[src/hw/occ_pkg.sv]
/*
 * Package of the output channel conditioner: register map, field layout,
 * reset values, timing constants and the carrier types.
 * Assumes a 200 MHz system clock and a 32-bit AXI4-Lite register bus.
 */
// Summary of operation
// - Normal mode: bus bit goes through the conditioning path to the output.
// - Simulation mode: simulation bit replaces the bus bit, same conditioning path.
// - Expired communication watchdog applies the selected error strategy.
// - In normal mode, incoming invalid-data status applies the error strategy like watchdog expiry.
// - Line fault alone never starts the error strategy; output follows its source.
// - Current-value strategy passes the incoming (or simulated) bit unchanged.
// - Substitute strategy drives the substitute bit while the error lasts.
// - Last-valid strategy holds the last value valid before the error.
// - Negation on inverts the logical value before the output.
// - Line fault monitor reports only while its enable is on.
// - Lead breakage or short circuit shows in the channel status.
// - ON delay in ms: rising edge passes only after input stayed high.
// - OFF delay in ms: falling edge is postponed by the set time.
// - Substitute bit is zero or one and always carries invalid status; data_invalid clears one cycle plus any ON/OFF delay before field_out drops it.
// - Simulation bit is zero or one with a valid or invalid status.
// - Invalid simulation status starts the error strategy like bus invalid data.
// - Three failed exchanges, then 500 ms later the output is switched off.
package occ_pkg;

	// ------------------------------------------------------------------
	// Register map
	// ------------------------------------------------------------------
	localparam logic [7:0] CTRL_OFS     = 8'h00;
	localparam logic [7:0] ON_DLY_OFS   = 8'h04;
	localparam logic [7:0] OFF_DLY_OFS  = 8'h08;
	localparam logic [7:0] STATUS_OFS   = 8'h0c;
	localparam logic [7:0] IRQ_STAT_OFS = 8'h10;
	localparam logic [7:0] IRQ_MASK_OFS = 8'h14;

	localparam logic [1:0] RESP_OKAY   = 2'h0;
	localparam logic [1:0] RESP_SLVERR = 2'h2;

	// ------------------------------------------------------------------
	// Field layout and reset values
	// ------------------------------------------------------------------
	localparam int DLY_W  = 16;
	localparam int IRQ_W  = 3;
	localparam int IRQ_ERR = 0;
	localparam int IRQ_LF  = 1;
	localparam int IRQ_OFF = 2;

	typedef enum logic [1:0] {
		OCC_STRAT_CUR   = 2'b00,
		OCC_STRAT_SUBST = 2'b01,
		OCC_STRAT_LAST  = 2'b10,
		OCC_STRAT_RSVD  = 2'b11
	} occ_strat_t;

	typedef struct packed {
		logic       sim_invalid;
		logic       sim_bit;
		logic       subst_bit;
		logic       lf_en;
		logic       negate;
		occ_strat_t strat;
		logic       sim_mode;
	} occ_cfg_t;

	typedef struct packed {
		logic last_valid;
		logic mod_off;
		logic err_active;
		logic line_fault;
		logic data_invalid;
		logic field_out;
	} occ_stat_t;

	localparam logic [7:0]       CTRL_RST    = 8'h10;
	localparam logic [DLY_W-1:0] DLY_RST     = 16'h0000;
	localparam logic [IRQ_W-1:0] IRQ_RST     = 3'h0;

	// ------------------------------------------------------------------
	// Timing
	// ------------------------------------------------------------------
	localparam int CLK_PERIOD_NS = 5;
	localparam int MS_NS         = 1000000;
	localparam int CYC_PER_MS    = MS_NS / CLK_PERIOD_NS;
	localparam int TICK_W        = 18;
	localparam int WD_OFF_MS     = 500;
	localparam int WD_FAILS      = 3;
	localparam int WD_W          = 10;

endpackage : occ_pkg

[src/hw/occ_ms_tick.sv]
/*
 * Millisecond enable generator: one-cycle pulse every CYC_PER_MS clocks.
 * Assumes one system clock; the count is shortened in simulation via the
 * parameter.
 */
`timescale 1ns/1ps
`default_nettype none
module occ_ms_tick #(
	parameter int CYC_PER_MS = occ_pkg::CYC_PER_MS
) (
	input  wire logic mclk,
	input  wire logic sys_rst,
	output var  logic tick
);
	logic [occ_pkg::TICK_W-1:0] cnt_reg;
	logic [occ_pkg::TICK_W-1:0] cnt_next;
	logic                       tick_next;

	always_comb begin
		tick_next = 1'b0;
		cnt_next  = cnt_reg + 1'b1;
		if (cnt_reg == occ_pkg::TICK_W'(CYC_PER_MS - 1)) begin
			cnt_next  = '0;
			tick_next = 1'b1;
		end
	end

	always_ff @(posedge mclk or posedge sys_rst) begin
		if (sys_rst) begin
			cnt_reg <= '0;
			tick    <= 1'b0;
		end else begin
			cnt_reg <= cnt_next;
			tick    <= tick_next;
		end
	end

	a_tick_period: assert property (@(posedge mclk) disable iff (sys_rst)
		tick |=> !tick) else $error("ms tick lasted more than one cycle");

endmodule // occ_ms_tick
`default_nettype wire

[src/hw/occ_delay.sv]
/*
 * ON/OFF delay filter counted in millisecond ticks.
 * Assumes a one-cycle ms enable; the first ms may be short by up to one
 * tick period because the tick is free running.
 */
`timescale 1ns/1ps
`default_nettype none
module occ_delay (
	input  wire logic                      mclk,
	input  wire logic                      sys_rst,
	input  wire logic                      tick,
	input  wire logic                      din,
	input  wire logic [occ_pkg::DLY_W-1:0] on_dly,
	input  wire logic [occ_pkg::DLY_W-1:0] off_dly,
	output var  logic                      dout
);
	logic [occ_pkg::DLY_W-1:0] cnt_reg;
	logic [occ_pkg::DLY_W-1:0] cnt_next;
	logic                      dout_next;
	logic [occ_pkg::DLY_W-1:0] lim;

	// A change that reverts before its delay ran out is dropped, so short
	// pulses vanish on the ON side and gaps vanish on the OFF side.
	always_comb begin
		lim       = din ? on_dly : off_dly;
		dout_next = dout;
		cnt_next  = '0;
		if (din != dout) begin
			if (lim == '0) begin
				dout_next = din;
			end else if (tick && (cnt_reg + 1'b1 >= lim)) begin
				dout_next = din;
			end else if (tick) begin
				cnt_next = cnt_reg + 1'b1;
			end else begin
				cnt_next = cnt_reg;
			end
		end
	end

	always_ff @(posedge mclk or posedge sys_rst) begin
		if (sys_rst) begin
			cnt_reg <= '0;
			dout    <= 1'b0;
		end else begin
			cnt_reg <= cnt_next;
			dout    <= dout_next;
		end
	end

	a_on_needs_time: assert property (@(posedge mclk) disable iff (sys_rst)
		$rose(dout) && on_dly != '0 |-> $past(tick)) else $error("rise without ON delay");
	a_off_postponed: assert property (@(posedge mclk) disable iff (sys_rst)
		$fell(dout) && off_dly != '0 |-> $past(tick)) else $error("fall without OFF delay");

endmodule // occ_delay
`default_nettype wire

[src/hw/occ_top.sv]
/*
 * Output channel conditioner for one digital output: source selection,
 * error strategy, negation, ON/OFF delays, line fault status, module
 * watchdog, interrupt and AXI4-Lite register slave.
 * Assumes all inputs synchronous to mclk; wd_expired, line_fault_in and
 * the exchange pulses come from surrounding logic.
 */
`timescale 1ns/1ps
`default_nettype none
module occ_top #(
	parameter int CYC_PER_MS = occ_pkg::CYC_PER_MS
) (
	input  wire logic        mclk,
	input  wire logic        sys_rst,
	input  wire logic [7:0]  s_axi_awaddr,
	input  wire logic        s_axi_awvalid,
	output var  logic        s_axi_awready,
	input  wire logic [31:0] s_axi_wdata,
	input  wire logic [3:0]  s_axi_wstrb,
	input  wire logic        s_axi_wvalid,
	output var  logic        s_axi_wready,
	output var  logic [1:0]  s_axi_bresp,
	output var  logic        s_axi_bvalid,
	input  wire logic        s_axi_bready,
	input  wire logic [7:0]  s_axi_araddr,
	input  wire logic        s_axi_arvalid,
	output var  logic        s_axi_arready,
	output var  logic [31:0] s_axi_rdata,
	output var  logic [1:0]  s_axi_rresp,
	output var  logic        s_axi_rvalid,
	input  wire logic        s_axi_rready,
	input  wire logic        bus_bit,
	input  wire logic        bus_invalid,
	input  wire logic        wd_expired,
	input  wire logic        line_fault_in,
	input  wire logic        comm_fail,
	input  wire logic        comm_ok,
	output var  logic        field_out,
	output var  logic        data_invalid,
	output var  logic        line_fault,
	output var  logic        irq
);
	// ------------------------------------------------------------------
	// Register state
	// ------------------------------------------------------------------
	occ_pkg::occ_cfg_t                 cfg_reg,      cfg_next;
	logic [occ_pkg::DLY_W-1:0]         on_dly_reg,   on_dly_next;
	logic [occ_pkg::DLY_W-1:0]         off_dly_reg,  off_dly_next;
	logic [occ_pkg::IRQ_W-1:0]         istat_reg,    istat_next;
	logic [occ_pkg::IRQ_W-1:0]         imask_reg,    imask_next;
	logic                              aw_full_reg,  aw_full_next;
	logic                              w_full_reg,   w_full_next;
	logic [7:0]                        awaddr_reg,   awaddr_next;
	logic [31:0]                       wdata_reg,    wdata_next;
	logic [3:0]                        wstrb_reg,    wstrb_next;
	logic                              bvalid_next;
	logic [1:0]                        bresp_next;
	logic                              rvalid_next;
	logic [1:0]                        rresp_next;
	logic [31:0]                       rdata_next;
	logic                              do_write;
	logic [occ_pkg::IRQ_W-1:0]         w1c;
	logic [31:0]                       mg_cfg, mg_on, mg_off;

	// ------------------------------------------------------------------
	// Channel state
	// ------------------------------------------------------------------
	logic                              sel_reg,      sel_next;
	logic                              err_reg,      err_next;
	logic                              last_reg,     last_next;
	logic                              inv_reg,      inv_next;
	logic                              lf_reg,       lf_next;
	logic                              off_reg,      off_next;
	logic [1:0]                        fails_reg,    fails_next;
	logic [occ_pkg::WD_W-1:0]          wdcnt_reg,    wdcnt_next;
	logic                              fout_next;
	logic                              irq_next;
	logic                              src_bit;
	logic                              src_inval;
	logic                              err_now;
	logic                              strat_bit;
	logic                              filt_out;
	logic                              ms_tick;
	occ_pkg::occ_stat_t                stat;
	logic [occ_pkg::IRQ_W-1:0]         ev;

	function automatic logic mapped(input logic [7:0] a);
		mapped = (a == occ_pkg::CTRL_OFS) || (a == occ_pkg::ON_DLY_OFS) ||
			(a == occ_pkg::OFF_DLY_OFS) || (a == occ_pkg::STATUS_OFS) ||
			(a == occ_pkg::IRQ_STAT_OFS) || (a == occ_pkg::IRQ_MASK_OFS);
	endfunction

	function automatic logic [31:0] merge(input logic [31:0] old, input logic [31:0] nw,
			input logic [3:0] strb);
		for (int i = 0; i < 4; i++) begin
			merge[8*i +: 8] = strb[i] ? nw[8*i +: 8] : old[8*i +: 8];
		end
	endfunction

	// ------------------------------------------------------------------
	// Source selection and error strategy
	// ------------------------------------------------------------------
	always_comb begin
		src_bit   = cfg_reg.sim_mode ? cfg_reg.sim_bit : bus_bit;
		src_inval = cfg_reg.sim_mode ? cfg_reg.sim_invalid : bus_invalid;
		// Line fault deliberately left out of the error term.
		err_now   = wd_expired || src_inval;
		case (cfg_reg.strat)
			occ_pkg::OCC_STRAT_SUBST: strat_bit = err_now ? cfg_reg.subst_bit : src_bit;
			occ_pkg::OCC_STRAT_LAST:  strat_bit = err_now ? last_reg : src_bit;
			default:                  strat_bit = src_bit;
		endcase
		last_next = err_now ? last_reg : src_bit;
		// Negation sits after the strategy and before the delays.
		sel_next  = strat_bit ^ cfg_reg.negate;
		err_next  = err_now;
		// Every strategy reports invalid data during an error; data_invalid clears one
		// cycle plus any ON/OFF delay before field_out drops the substitute bit.
		inv_next  = err_now;
		lf_next   = cfg_reg.lf_en && line_fault_in;
	end

	always_ff @(posedge mclk or posedge sys_rst) begin
		if (sys_rst) begin
			sel_reg  <= 1'b0;
			err_reg  <= 1'b0;
			last_reg <= 1'b0;
			inv_reg  <= 1'b0;
			lf_reg   <= 1'b0;
		end else begin
			sel_reg  <= sel_next;
			err_reg  <= err_next;
			last_reg <= last_next;
			inv_reg  <= inv_next;
			lf_reg   <= lf_next;
		end
	end

	// ------------------------------------------------------------------
	// Delays and module watchdog
	// ------------------------------------------------------------------
	occ_ms_tick #(.CYC_PER_MS(CYC_PER_MS)) u_tick (
		.mclk    (mclk),
		.sys_rst (sys_rst),
		.tick    (ms_tick)
	);

	occ_delay u_delay (
		.mclk    (mclk),
		.sys_rst (sys_rst),
		.tick    (ms_tick),
		.din     (sel_reg),
		.on_dly  (on_dly_reg),
		.off_dly (off_dly_reg),
		.dout    (filt_out)
	);

	// A good exchange clears the failure run and restores the output.
	always_comb begin
		fails_next = fails_reg;
		wdcnt_next = wdcnt_reg;
		off_next   = off_reg;
		if (comm_ok) begin
			fails_next = '0;
			wdcnt_next = '0;
			off_next   = 1'b0;
		end else begin
			if (comm_fail && fails_reg != 2'(occ_pkg::WD_FAILS)) begin
				fails_next = fails_reg + 1'b1;
			end
			if (fails_reg == 2'(occ_pkg::WD_FAILS) && !off_reg && ms_tick) begin
				wdcnt_next = wdcnt_reg + 1'b1;
				if (wdcnt_reg == occ_pkg::WD_W'(occ_pkg::WD_OFF_MS - 1)) begin
					off_next = 1'b1;
				end
			end
		end
		fout_next = filt_out && !off_reg;
	end

	always_ff @(posedge mclk or posedge sys_rst) begin
		if (sys_rst) begin
			fails_reg    <= '0;
			wdcnt_reg    <= '0;
			off_reg      <= 1'b0;
			field_out    <= 1'b0;
			data_invalid <= 1'b0;
			line_fault   <= 1'b0;
		end else begin
			fails_reg    <= fails_next;
			wdcnt_reg    <= wdcnt_next;
			off_reg      <= off_next;
			field_out    <= fout_next;
			data_invalid <= inv_reg;
			line_fault   <= lf_reg;
		end
	end

	// ------------------------------------------------------------------
	// Interrupts and AXI4-Lite slave
	// ------------------------------------------------------------------
	always_comb begin
		stat = '{last_valid: last_reg, mod_off: off_reg, err_active: err_reg,
			line_fault: lf_reg, data_invalid: inv_reg, field_out: field_out};
		ev   = {off_next && !off_reg, lf_next && !lf_reg, err_next && !err_reg};
	end

	always_comb begin
		aw_full_next = aw_full_reg;
		w_full_next  = w_full_reg;
		awaddr_next  = awaddr_reg;
		wdata_next   = wdata_reg;
		wstrb_next   = wstrb_reg;
		bvalid_next  = s_axi_bvalid && !s_axi_bready;
		bresp_next   = s_axi_bresp;
		rvalid_next  = s_axi_rvalid && !s_axi_rready;
		rresp_next   = s_axi_rresp;
		rdata_next   = s_axi_rdata;
		cfg_next     = cfg_reg;
		on_dly_next  = on_dly_reg;
		off_dly_next = off_dly_reg;
		imask_next   = imask_reg;
		w1c          = '0;
		mg_cfg       = merge(32'(cfg_reg), wdata_reg, wstrb_reg);
		mg_on        = merge(32'(on_dly_reg), wdata_reg, wstrb_reg);
		mg_off       = merge(32'(off_dly_reg), wdata_reg, wstrb_reg);
		if (s_axi_awvalid && s_axi_awready) begin
			aw_full_next = 1'b1;
			awaddr_next  = s_axi_awaddr;
		end
		if (s_axi_wvalid && s_axi_wready) begin
			w_full_next = 1'b1;
			wdata_next  = s_axi_wdata;
			wstrb_next  = s_axi_wstrb;
		end
		do_write = aw_full_reg && w_full_reg && !s_axi_bvalid;
		if (do_write) begin
			aw_full_next = 1'b0;
			w_full_next  = 1'b0;
			bvalid_next  = 1'b1;
			bresp_next   = mapped(awaddr_reg) ? occ_pkg::RESP_OKAY : occ_pkg::RESP_SLVERR;
			case (awaddr_reg)
				occ_pkg::CTRL_OFS:     cfg_next = occ_pkg::occ_cfg_t'(mg_cfg[7:0]);
				occ_pkg::ON_DLY_OFS:   on_dly_next = mg_on[15:0];
				occ_pkg::OFF_DLY_OFS:  off_dly_next = mg_off[15:0];
				occ_pkg::IRQ_STAT_OFS: w1c = wstrb_reg[0] ? wdata_reg[2:0] : '0;
				occ_pkg::IRQ_MASK_OFS: imask_next = wstrb_reg[0] ? wdata_reg[2:0] : imask_reg;
				default:               w1c = '0;
			endcase
		end
		if (s_axi_arvalid && s_axi_arready) begin
			rvalid_next = 1'b1;
			rresp_next  = mapped(s_axi_araddr) ? occ_pkg::RESP_OKAY : occ_pkg::RESP_SLVERR;
			case (s_axi_araddr)
				occ_pkg::CTRL_OFS:     rdata_next = 32'(cfg_reg);
				occ_pkg::ON_DLY_OFS:   rdata_next = 32'(on_dly_reg);
				occ_pkg::OFF_DLY_OFS:  rdata_next = 32'(off_dly_reg);
				occ_pkg::STATUS_OFS:   rdata_next = 32'(stat);
				occ_pkg::IRQ_STAT_OFS: rdata_next = 32'(istat_reg);
				occ_pkg::IRQ_MASK_OFS: rdata_next = 32'(imask_reg);
				default:               rdata_next = '0;
			endcase
		end
		// A new event in the clearing cycle survives the clear.
		istat_next = (istat_reg & ~w1c) | ev;
		irq_next   = |(istat_next & imask_next);
	end

	always_ff @(posedge mclk or posedge sys_rst) begin
		if (sys_rst) begin
			cfg_reg       <= occ_pkg::CTRL_RST;
			on_dly_reg    <= occ_pkg::DLY_RST;
			off_dly_reg   <= occ_pkg::DLY_RST;
			istat_reg     <= occ_pkg::IRQ_RST;
			imask_reg     <= occ_pkg::IRQ_RST;
			aw_full_reg   <= 1'b0;
			w_full_reg    <= 1'b0;
			awaddr_reg    <= '0;
			wdata_reg     <= '0;
			wstrb_reg     <= '0;
			s_axi_awready <= 1'b0;
			s_axi_wready  <= 1'b0;
			s_axi_bvalid  <= 1'b0;
			s_axi_bresp   <= occ_pkg::RESP_OKAY;
			s_axi_arready <= 1'b0;
			s_axi_rvalid  <= 1'b0;
			s_axi_rresp   <= occ_pkg::RESP_OKAY;
			s_axi_rdata   <= '0;
			irq           <= 1'b0;
		end else begin
			cfg_reg       <= cfg_next;
			on_dly_reg    <= on_dly_next;
			off_dly_reg   <= off_dly_next;
			istat_reg     <= istat_next;
			imask_reg     <= imask_next;
			aw_full_reg   <= aw_full_next;
			w_full_reg    <= w_full_next;
			awaddr_reg    <= awaddr_next;
			wdata_reg     <= wdata_next;
			wstrb_reg     <= wstrb_next;
			s_axi_awready <= !aw_full_next && !(s_axi_awvalid && s_axi_awready);
			s_axi_wready  <= !w_full_next && !(s_axi_wvalid && s_axi_wready);
			s_axi_bvalid  <= bvalid_next;
			s_axi_bresp   <= bresp_next;
			s_axi_arready <= !rvalid_next && !(s_axi_arvalid && s_axi_arready);
			s_axi_rvalid  <= rvalid_next;
			s_axi_rresp   <= rresp_next;
			s_axi_rdata   <= rdata_next;
			irq           <= irq_next;
		end
	end

	// ------------------------------------------------------------------
	// Checks
	// ------------------------------------------------------------------
	a_normal_path: assert property (@(posedge mclk) disable iff (sys_rst)
		!cfg_reg.sim_mode && !wd_expired && !bus_invalid
		|=> sel_reg == ($past(bus_bit) ^ $past(cfg_reg.negate)))
		else $error("normal path does not follow bus bit");
	a_sim_path: assert property (@(posedge mclk) disable iff (sys_rst)
		cfg_reg.sim_mode && !cfg_reg.sim_invalid && !wd_expired
		|=> sel_reg == ($past(cfg_reg.sim_bit) ^ $past(cfg_reg.negate)))
		else $error("simulation path does not follow simulation bit");
	a_wd_error: assert property (@(posedge mclk) disable iff (sys_rst)
		wd_expired |=> err_reg && data_invalid == $past(err_reg))
		else $error("watchdog expiry not flagged as error");
	a_sim_invalid: assert property (@(posedge mclk) disable iff (sys_rst)
		cfg_reg.sim_mode && cfg_reg.sim_invalid |=> err_reg)
		else $error("invalid simulation status not treated as error");
	a_cur_value: assert property (@(posedge mclk) disable iff (sys_rst)
		cfg_reg.strat == occ_pkg::OCC_STRAT_CUR && err_now
		|=> sel_reg == ($past(src_bit) ^ $past(cfg_reg.negate)))
		else $error("current value not passed during error");
	a_sub_value: assert property (@(posedge mclk) disable iff (sys_rst)
		cfg_reg.strat == occ_pkg::OCC_STRAT_SUBST && err_now
		|=> sel_reg == ($past(cfg_reg.subst_bit) ^ $past(cfg_reg.negate)) ##1 data_invalid)
		else $error("substitute value or its invalid status missing");
	a_last_hold: assert property (@(posedge mclk) disable iff (sys_rst)
		err_now && $past(err_now) |-> last_reg == $past(last_reg))
		else $error("last valid value changed during error");
	a_lf_gate: assert property (@(posedge mclk) disable iff (sys_rst)
		!cfg_reg.lf_en [*2] |=> !line_fault)
		else $error("line fault reported while monitor off");
	a_lf_no_err: assert property (@(posedge mclk) disable iff (sys_rst)
		line_fault_in && !wd_expired && !src_inval |=> !err_reg)
		else $error("line fault started the error strategy");
	a_off_time: assert property (@(posedge mclk) disable iff (sys_rst)
		$rose(off_reg) |-> $past(wdcnt_reg) == occ_pkg::WD_W'(occ_pkg::WD_OFF_MS - 1))
		else $error("output switched off at wrong time");
	a_off_forces: assert property (@(posedge mclk) disable iff (sys_rst)
		off_reg |=> !field_out)
		else $error("output driven while module watchdog off");

endmodule // occ_top
`default_nettype wire

[config.mk]
export PLATFORM = sky130hd
export DESIGN_NAME = occ_top
export DESIGN_NICKNAME = d
export VERILOG_FILES = /design/src/hw/occ_pkg.sv /design/src/hw/occ_ms_tick.sv /design/src/hw/occ_delay.sv /design/src/hw/occ_top.sv
export SDC_FILE = /design/constraint.sdc
export NUM_CORES = 1
export LEC_CHECK = 0
export BUFFER_PORTS_ARGS = -buffer_cell sky130_fd_sc_hd__buf_2
export CORE_ASPECT_RATIO = 0.9
export CORE_UTILIZATION = 55
export CTS_CLUSTER_DIAMETER = 200
export DETAILED_ROUTE_END_ITERATION = 12
export GPL_TIMING_DRIVEN = 0
export PLACE_DENSITY = 0.86
export SLEW_MARGIN = 25
export SYNTH_ARGS = -nofsm -noshare
export SYNTH_HDL_FRONTEND = slang
export SYNTH_HIERARCHICAL = 1
export SYNTH_SLANG_ARGS = --single-unit
[constraint.sdc]
create_clock -name mclk -period 4.85 [get_ports mclk]
set_clock_uncertainty 0.1 [all_clocks]
set_input_delay 0.2425 -clock mclk [delete_from_list [all_inputs] [get_ports mclk]]
set_output_delay 0.2425 -clock mclk [all_outputs]
set_load 0.005 [all_outputs]
Yosys cells after proc, flatten, opt, wreduce, memory -nomap -nowiden. Cells that the tools add are included.

Bits in registers: 172. Input bits: 65. Output and inout port bits: 45. Logic and storage cells: 160.

Add/subtract/negate cells: 4. Magnitude comparators: 1. Equal/unequal tests: 18. Multiplexer cells: 36. Bitwise operators: 5. Reductions and logical operators: 55.

Operators with widths (number): $pmux 16 s6 (1); $mux 16 (5); $eq 8x4->1 const B (4); $eq 8x5->1 const B (4); $mux 10 (2); $logic_and 1x1->1 (19); $add 18x1->18 const B (1); $eq 18x18->1 const B (1); $mux 18 (1); $mux 3 (6); $add 16x1->16 const B (1); $eq 8x3->1 const B (2); $ge 16x16->1 (1); $logic_not 16->1 (1); $logic_not 8->1 (2); $mux 1 (16); $reduce_and 3->1 (5); $logic_not 1->1 (12); $logic_or 1x1->1 (11); $add 10x1->10 const B (1); $eq 10x9->1 const B (1); $mux 2 (4); $and 3x3->3 (2); $reduce_bool 2->1 (3); 12 further kinds (13).

Longest topological paths before layout. Gate-level depths: netlist (run 1).

Word-level depth: 9. Gate-level depth with buffers: 15. Depth with buffers taken out: 14.

Cells and area by module. Netlist (run 1), hierarchy kept.

By module, submodules not included: occ_top (instances 1, cells each 400, area an instance 5144.9 sq um, seq. area each 2954.1 sq um); occ_delay (instances 1, cells each 187, area an instance 1625.3 sq um, seq. area each 425.4 sq um); occ_ms_tick (instances 1, cells each 86, area an instance 920.9 sq um, seq. area each 475.5 sq um).

Worst setup path after synthesis (run 1). Ideal clock, no wire load.

Path type: reg2reg. Start: register u_delay/cnt_reg[0] (netlist name). End: register u_delay/cnt_reg[2] (netlist name). Data arrival time: 3015 ps. Path slack: 1656 ps. Stages on the path, launching flop included: 16. Period minus slack after synthesis: 3194 ps. Path through: dfrtp_1 ha_1 nand3_1 or2_2 inv_1 and3_1 xnor2_1 inv_1 ha_1 a21oi_1 nand2_1 a221o_1 a41oi_4 nand3_4 buf_6 o22ai_2.

Word-level cells in the longest chain between the ends: 6. Elaborated cells on any way between the ends: 8.

Ends and longest elaborated chain: from (decl) (line occ_delay.sv:17) `logic [occ_pkg::DLY_W-1:0] cnt_reg;`; from (signal assigned) (line occ_delay.sv:46) `cnt_reg <= cnt_next;`; $add 16x1->16 * (line occ_delay.sv:31, occ_delay.sv:34); $ge 16x16->1 (line occ_delay.sv:31) `end else if (tick && (cnt_reg + 1'b1 >= lim)) begin`; $logic_and 1x1->1 (line occ_delay.sv:31); $mux 16 (line occ_delay.sv:31); $mux 16 (line occ_delay.sv:29) `if (lim == '0) begin`; $mux 16 (line occ_delay.sv:28) `if (din != dout) begin`.

Every way passes the cells marked *; elsewhere a longest branch is shown, timed or not. The select of a mux whose other input is x is not followed. A chain may end at the register's enable or synchronous reset.

Worst setup path in the final report (run 1). Ends and elaborated chain as after synthesis.

==> results of run 1 <==
[worst max-delay path: cells and delay by family (launching register included)]
family / cells / cell delay (ns)
fa+ha+maj: 2 / 0.62
compound gates: 4 / 1.01
flops: 1 / 0.47
xor+xnor: 1 / 0.14
simple gates: 5 / 0.91
buf+inv: 3 / 0.39
[cells in the final DEF (no fill, tap or decap), drive strengths merged, types with 18 or more instances in the layout]
master and count:
buf 100, clkbuf 27, conb 18, dfrtp 153, dlygate4sd3 30, ha 22, inv 34, mux2 71
mux2i 23, nand2 61, nor2 37, o21ai 39, xnor2 21
[report_power, final]
group | total, mW | internal, mW | switching (mW) | leakage, nW
Sequential | 1.71 | 1.49 | 0.219 | 2.03
Clock | 1.35 | 0.812 | 0.541 | 0.287
Combinational | 0.945 | 0.445 | 0.501 | 2.14
Total | 4.01 | 2.75 | 1.26 | 4.46
[cells by family after synthesis]
| family | Yosys count |
|---|---|
| other | 1 |
| adders and majority gates | 22 |
| AOI/OAI and AO/OA | 97 |
| DFF | 154 |
| and+or+nand+nor | 196 |
| muxes | 100 |
| xor gates and xnor gates | 35 |
| buffers and inverters | 68 |
[worst paths after layout]
| path | start | cells past startpoint | end | slack [ns] |
|---|---|---|---|---|
| max | u_delay/cnt_reg[0] | 15 | u_delay/cnt_reg[2] | 1.13 |
| min | s_axi_wdata[7] | 2 | wdata_reg[7] | 0.01 |
| max reg2reg | u_delay/cnt_reg[0] | 15 | u_delay/cnt_reg[2] | 1.13 |
| max in group asynchronous | sys_rst | 4 | cfg_reg[4] | 3.57 |
| min reg2reg | lf_reg | 0 | line_fault | 0.35 |
| min in group asynchronous | sys_rst | 3 | field_out | 0.37 |
[cell type report]
type / instances / area, µm²
multi-input cells: 468 / 3561
plain buffers: 35 / 215.2
flip-flops and latches: 154 / 3855
clock inverters: 13 / 171.4
repair buffers: 104 / 693.2
fillers: 892 / 4249
clock buffers: 18 / 429.2
inverters: 33 / 128.9
well taps: 168 / 210.2
[per-layer routing]
metal / wire [µm] / up-vias
met5: 0 / -
met4: 369 / 0
met3: 1019 / 34
met2: 9138 / 208
met1: 7599 / 2870
li1: - / 2639
[timing repair]
item | CTS | global route
hold buffers | 30 | 0
hold endpoints to repair | 125 | 0
endpoints found under the setup margin | 0 | 0
==> flow_metrics.py, run 1 <==
metrics = {
    "synth": {
        "yosys_warnings": 6,
        "synthesis.instances": 673,
        "synthArstFlopShare": 1.000,
        "syn_area_um2": 7691,
        "avgSynthCellArea_um2": 11.43,
        "ys.flop_type": "dfrtp_1",
        "yosysUniqueCellTypes": 66,
        "synth_edf_count": 0,
        "synthTopCellsByArea": "dfrtp_1, mux2_2, ha_1, mux2i_1, nand2_1",
        "synth.area.mux_share": 0.1519,
        "synth_top_cells_by_count": "dfrtp_1, mux2_2, nand2_1, nor2_1, inv_1",
        "synth_xor_xnor_area_share": 0.03986,
        "synth_top_family_by_area": "multiplexers",
        "yosysTopAreaCellShare": 0.4978,
        "ys_seq_elements": 154,
        "synth_compound_area_frac": 0.08443,
        "synth_most_common_cell": "dfrtp_1",
        "seq_area_frac_synth": 0.5012,
        "yosysTopAreaCell": "dfrtp_1",
        "synth_simple_gate_area_frac": 0.1422,
        "synth_fa_ha_area_frac": 0.03579,
    },
    "cells_and_area": {
        "finalInstanceArea_um2": 9264,
        "final_nets": 900,
        "drive_above_1_share": 0.2800,
        "syn2layout_area_growth_pct": 20.45,
        "final_core_util": 0.6856,
        "largest_register_ffs": 18,
        "final_cells": 993,
        "diodes": 0,
    },
    "global_route": {
        "grt_pass1_vias": 5920,
        "groute.usage.overall": 0.2651,
        "use_met2": 0.4523,
        "grt_pass1_wl_um": 29540,
        "met3_usage": 0.05000,
        "grt_antenna_before_repair": 0,
        "grt_max_degree": 61,
        "grt.met1_usage": 0.3352,
        "grt_overflow_total": 0,
        "grt-busiest-layer": "met2",
    },
    "sta": {
        "rsz0062_at_grt": "no",
        "report.final.slew_viol_count": 0,
        "finalCritPeriodShare": 0.7673,
        "finalWorstSetupSlack_ns": 1.129,
        "hold_violations": 0,
        "setup_violations": 0,
        "slew_headroom": 0.3662,
        "setup_tns_ns": 0,
        "worst_pin_slew_ns": 0.9451,
        "whs_ns": 0.01254,
        "fin_crit_ns": 3.721,
        "max_freq_ghz": 0.2687,
    },
    "place": {
        "dp_hpwl_um": 11750,
        "place_ws_ns": 1.236,
        "dp.cells": 932,
        "io_buffers": 73,
        "place_area_um2": 8363,
        "place.gp.congestion": 0.8262,
    },
    "critical_path": {
        "crit_path_start_kind": "flop",
        "critPathMaxStageDelay_ns": 0.47,
        "critPathKind": "reg2reg",
        "worstPathArrival_ns": 3.96,
        "slowest_stage": "dfrtp_1",
        "required_ns": 5.08,
        "cp_max_fo": 10,
        "cp_cell_sequence": "ha_1, nand3_1, or2_2, inv_1, and3_1, xnor2_1, inv_1, ha_1, a21oi_1, nand2_1, a221o_1, a41oi_4, nand3_4, buf_6, o22ai_2",
        "crit_path_end_kind": "flop",
    },
    "floorplan": {
        "dieArea_um2": 14460,
        "rows": 40,
        "start_util": 0.5692,
        "die_w_um": 126.7,
        "die_h_um": 114.2,
        "io_pins": 110,
        "core_area_um2": 13510,
    },
    "routing": {
        "vias": 5751,
        "drt_iter0_drc": 496,
        "ant_nets": 0,
        "drtPass1Iterations": 5,
        "viasPerCell": 5.792,
        "wl_per_cell_um": 18.25,
        "drt-total-wl_um": 18130,
        "drc_errors": 0,
    },
    "pwr": {
        "power.leakage_nw": 4.462,
        "ir_drop_v": 0.0003939,
        "pwr_density_cell_nw_per_um2": 432.8,
        "power.total_mw": 4.010,
    },
    "clock_network": {
        "clk_pin_slew_worst_paths_ns": 0.06,
        "cts_buffers": 17,
        "post_cts_buffers": 0,
        "clock-sinks": 154,
        "htree_levels": 4,
        "insertion_delay_ns": 0.42,
        "root_buffer": "clkbuf_16",
        "cts_buffer_depth": 2,
        "postCtsResizedCells": 0,
        "cts_tree": "yes",
    },
    "run": {
        "cap_violations": 0,
    },
    "outcome": {
        "outcome": "completed",
    },
    "worst_hold_path": {
        "hp-class": "in2reg",
    },
}
Power figures use the tool's default switching activity.
==> run 2: changes to the inputs <==
==> constraint.sdc (replaced) <==
create_clock -name mclk -period 3.6 [get_ports mclk]
set_clock_uncertainty 0.1 [all_clocks]
set_input_delay 0.18 -clock mclk [delete_from_list [all_inputs] [get_ports mclk]]
set_output_delay 0.18 -clock mclk [all_outputs]
set_load 0.005 [all_outputs]
==> run 2 against run 1 <==
Effect of this change:
- largest cell class unchanged
- largest power group unchanged
- clock-buffer cell count unchanged
- setup slack worse by 1.0 ns
- clock power grew 36%
- global-route usage increased by 0.46 points
- highest routed layer unchanged
- critical path type unchanged
- non-clock buffer count up 5
==> flow_metrics.py, run 2 (same netlist as run 1, synthesis figures left out) <==
metrics = {
    "outcome": {
        "outcome": "completed",
    },
    "critical_path": {
        "crit_path_end_kind": "flop",
        "rrSetupSlack_ns": 0.13,
        "required_ns": 3.84,
        "crit_path_start_kind": "flop",
        "timing.rr.end": "u_delay/cnt_reg[2]",
        "critPathKind": "reg2reg",
        "startpoint": "u_delay/cnt_reg[1]",
        "timing.rr.start": "u_delay/cnt_reg[1]",
        "cp_max_fo": 10,
        "reg2reg_depth": 15,
        "crit_path_end": "u_delay/cnt_reg[2]",
        "worstPathArrival_ns": 3.71,
    },
    "routing": {
        "drt_iter0_drc": 464,
        "viasPerCell": 5.853,
        "dr_wl_met2_um": 9362,
        "wl_per_cell_um": 18.54,
        "drt-total-wl_um": 18500,
        "drc_errors": 0,
        "drtPass1Iterations": 5,
        "m1WireLength_um": 7733,
        "met3_length_um": 937,
        "vias": 5841,
        "top_layer": "met4",
        "ant_nets": 0,
    },
    "cells_and_area": {
        "final_common_cell": "dfrtp_1",
        "drive_above_1_share": 0.2892,
        "largest_register_ffs": 18,
        "multiInputGateArea_um2": 3578,
        "final_nets": 905,
        "syn2layout_area_growth_pct": 21.28,
        "n_fill_cell": 884,
        "layout_common_cells": "dfrtp_1, buf_2, mux2_2, nand2_1, nor2_1",
        "diodes": 0,
        "register_area_um2": 3857,
    },
    "sta": {
        "worst_pin_slew_ns": 0.8923,
        "slew_headroom": 0.4015,
        "hold_violations": 0,
        "finalCritPeriodShare": 0.9639,
        "setup_violations": 0,
        "setup_tns_ns": 0,
        "finalWorstSetupSlack_ns": 0.1300,
        "report.final.slew_viol_count": 0,
        "max_freq_ghz": 0.2882,
        "fin_crit_ns": 3.470,
        "rsz0062_at_grt": "no",
    },
    "global_route": {
        "grt_pass1_vias": 5993,
        "groute.usage.overall": 0.2698,
        "grt_pass1_wl_um": 29960,
        "grt_antenna_before_repair": 0,
        "grt_overflow_total": 0,
        "grt_max_degree": 61,
    },
    "place": {
        "place_ws_ns": -0.01387,
        "io_buffers": 73,
        "place.gp.congestion": 0.8262,
        "dp_hpwl_um": 11750,
    },
    "clock_network": {
        "clk_pin_slew_worst_paths_ns": 0.06,
        "cts_tree": "yes",
        "root_buffer": "clkbuf_16",
        "cts_buffer_depth": 2,
        "htree_levels": 4,
        "clock-sinks": 154,
        "insertion_delay_ns": 0.42,
        "cts_buffers": 17,
    },
    "floorplan": {
        "start_util": 0.5692,
        "rows": 40,
        "core_area_um2": 13510,
        "dieArea_um2": 14460,
        "io_pins": 110,
        "die_h_um": 114.2,
        "die_w_um": 126.7,
    },
    "worst_hold_path": {
        "hp-class": "in2reg",
    },
    "run": {
        "cap_violations": 0,
    },
    "pwr": {
        "ir_drop_v": 0.0005373,
        "power.total_mw": 5.448,
        "pwr_density_cell_nw_per_um2": 584.1,
        "power.leakage_nw": 4.481,
    },
}
run 2: cell count changes in the layout (fill, tap and decap cells not counted):
cell / delta
clkbuf_2: +1
ha_4: +1
nor3_2: +1
dlygate4sd3_1: +2
dfrtp_1: -2
inv_2: +1
inv_1: -1
ha_1: -1
nor3_1: -1
buf_1: -1
dfrtp_2: +2
buf_4: +3
run 2: layer usage:
layer  vias up  track usage
met1      2925       0.3395
met5         -            0
met4         0       0.1143
li1       2652            -
met3        45      0.05093
met2       219       0.4611
run 2: final cells by class:
class	instances	share of cell area
repair buffers	109	0.07887
flip-flops and latches	154	0.4135
clock inverters	13	0.01838
clock buffers	18	0.04601
multi-input cells	468	0.3836
plain buffers	35	0.02321
well taps	168	0.02254
inverters	33	0.01382
run 2: stage by stage:
step                        util  cells  hold slack (ns)  cell area (µm²)
after global routing      0.6903    998          0.08118             9328
after CTS                 0.6877    996          0.03252             9293
after global placement    0.6165    931           0.2162             8330
after detailed placement  0.6189    932           0.1982             8363
after floorplan                -    690         0.006069             7755
final                     0.6903    998          0.04668             9328
run 2: timing repair:
| item | CTS | global route |
|---|---|---|
| setup endpoints to repair | 11 | 17 |
| endpoints found under the hold margin | 128 | 0 |
| gates cloned | 0 | 0 |
| setup buffers | 1 | 2 |
| gates resized for setup | 1 | 6 |
| hold buffers | 32 | 0 |
run 2: worst min-delay path by stage:
stage / startpoint / end / depth (start not counted)
floorplan: sys_rst / u_delay/cnt_reg[0] / 1
global placement: sys_rst / u_delay/cnt_reg[1] / 2
detailed placement: sys_rst / field_out / 2
CTS: bus_bit / last_reg / 3
global route: s_axi_araddr[4] / s_axi_rresp[1] / 3
finish: bus_bit / last_reg / 3
run 2: critical path, stage by stage, from the launching register on:
cell and delay, ns:
dfrtp_2 0.43, ha_4 0.18, nand3_1 0.12, or2_2 0.35, inv_2 0.11, and3_1 0.18, xnor2_1 0.13, inv_1 0.07
ha_1 0.32, a21oi_1 0.15, nand2_1 0.07, a221o_1 0.40, a41oi_4 0.28, nand3_4 0.16, buf_6 0.18, o22ai_2 0.16
run 2: power by group:
part           switching [mW]  internal, mW
Sequential              0.294          2.01
Combinational           0.689         0.621
Clock                   0.739          1.09
Total                    1.72          3.73
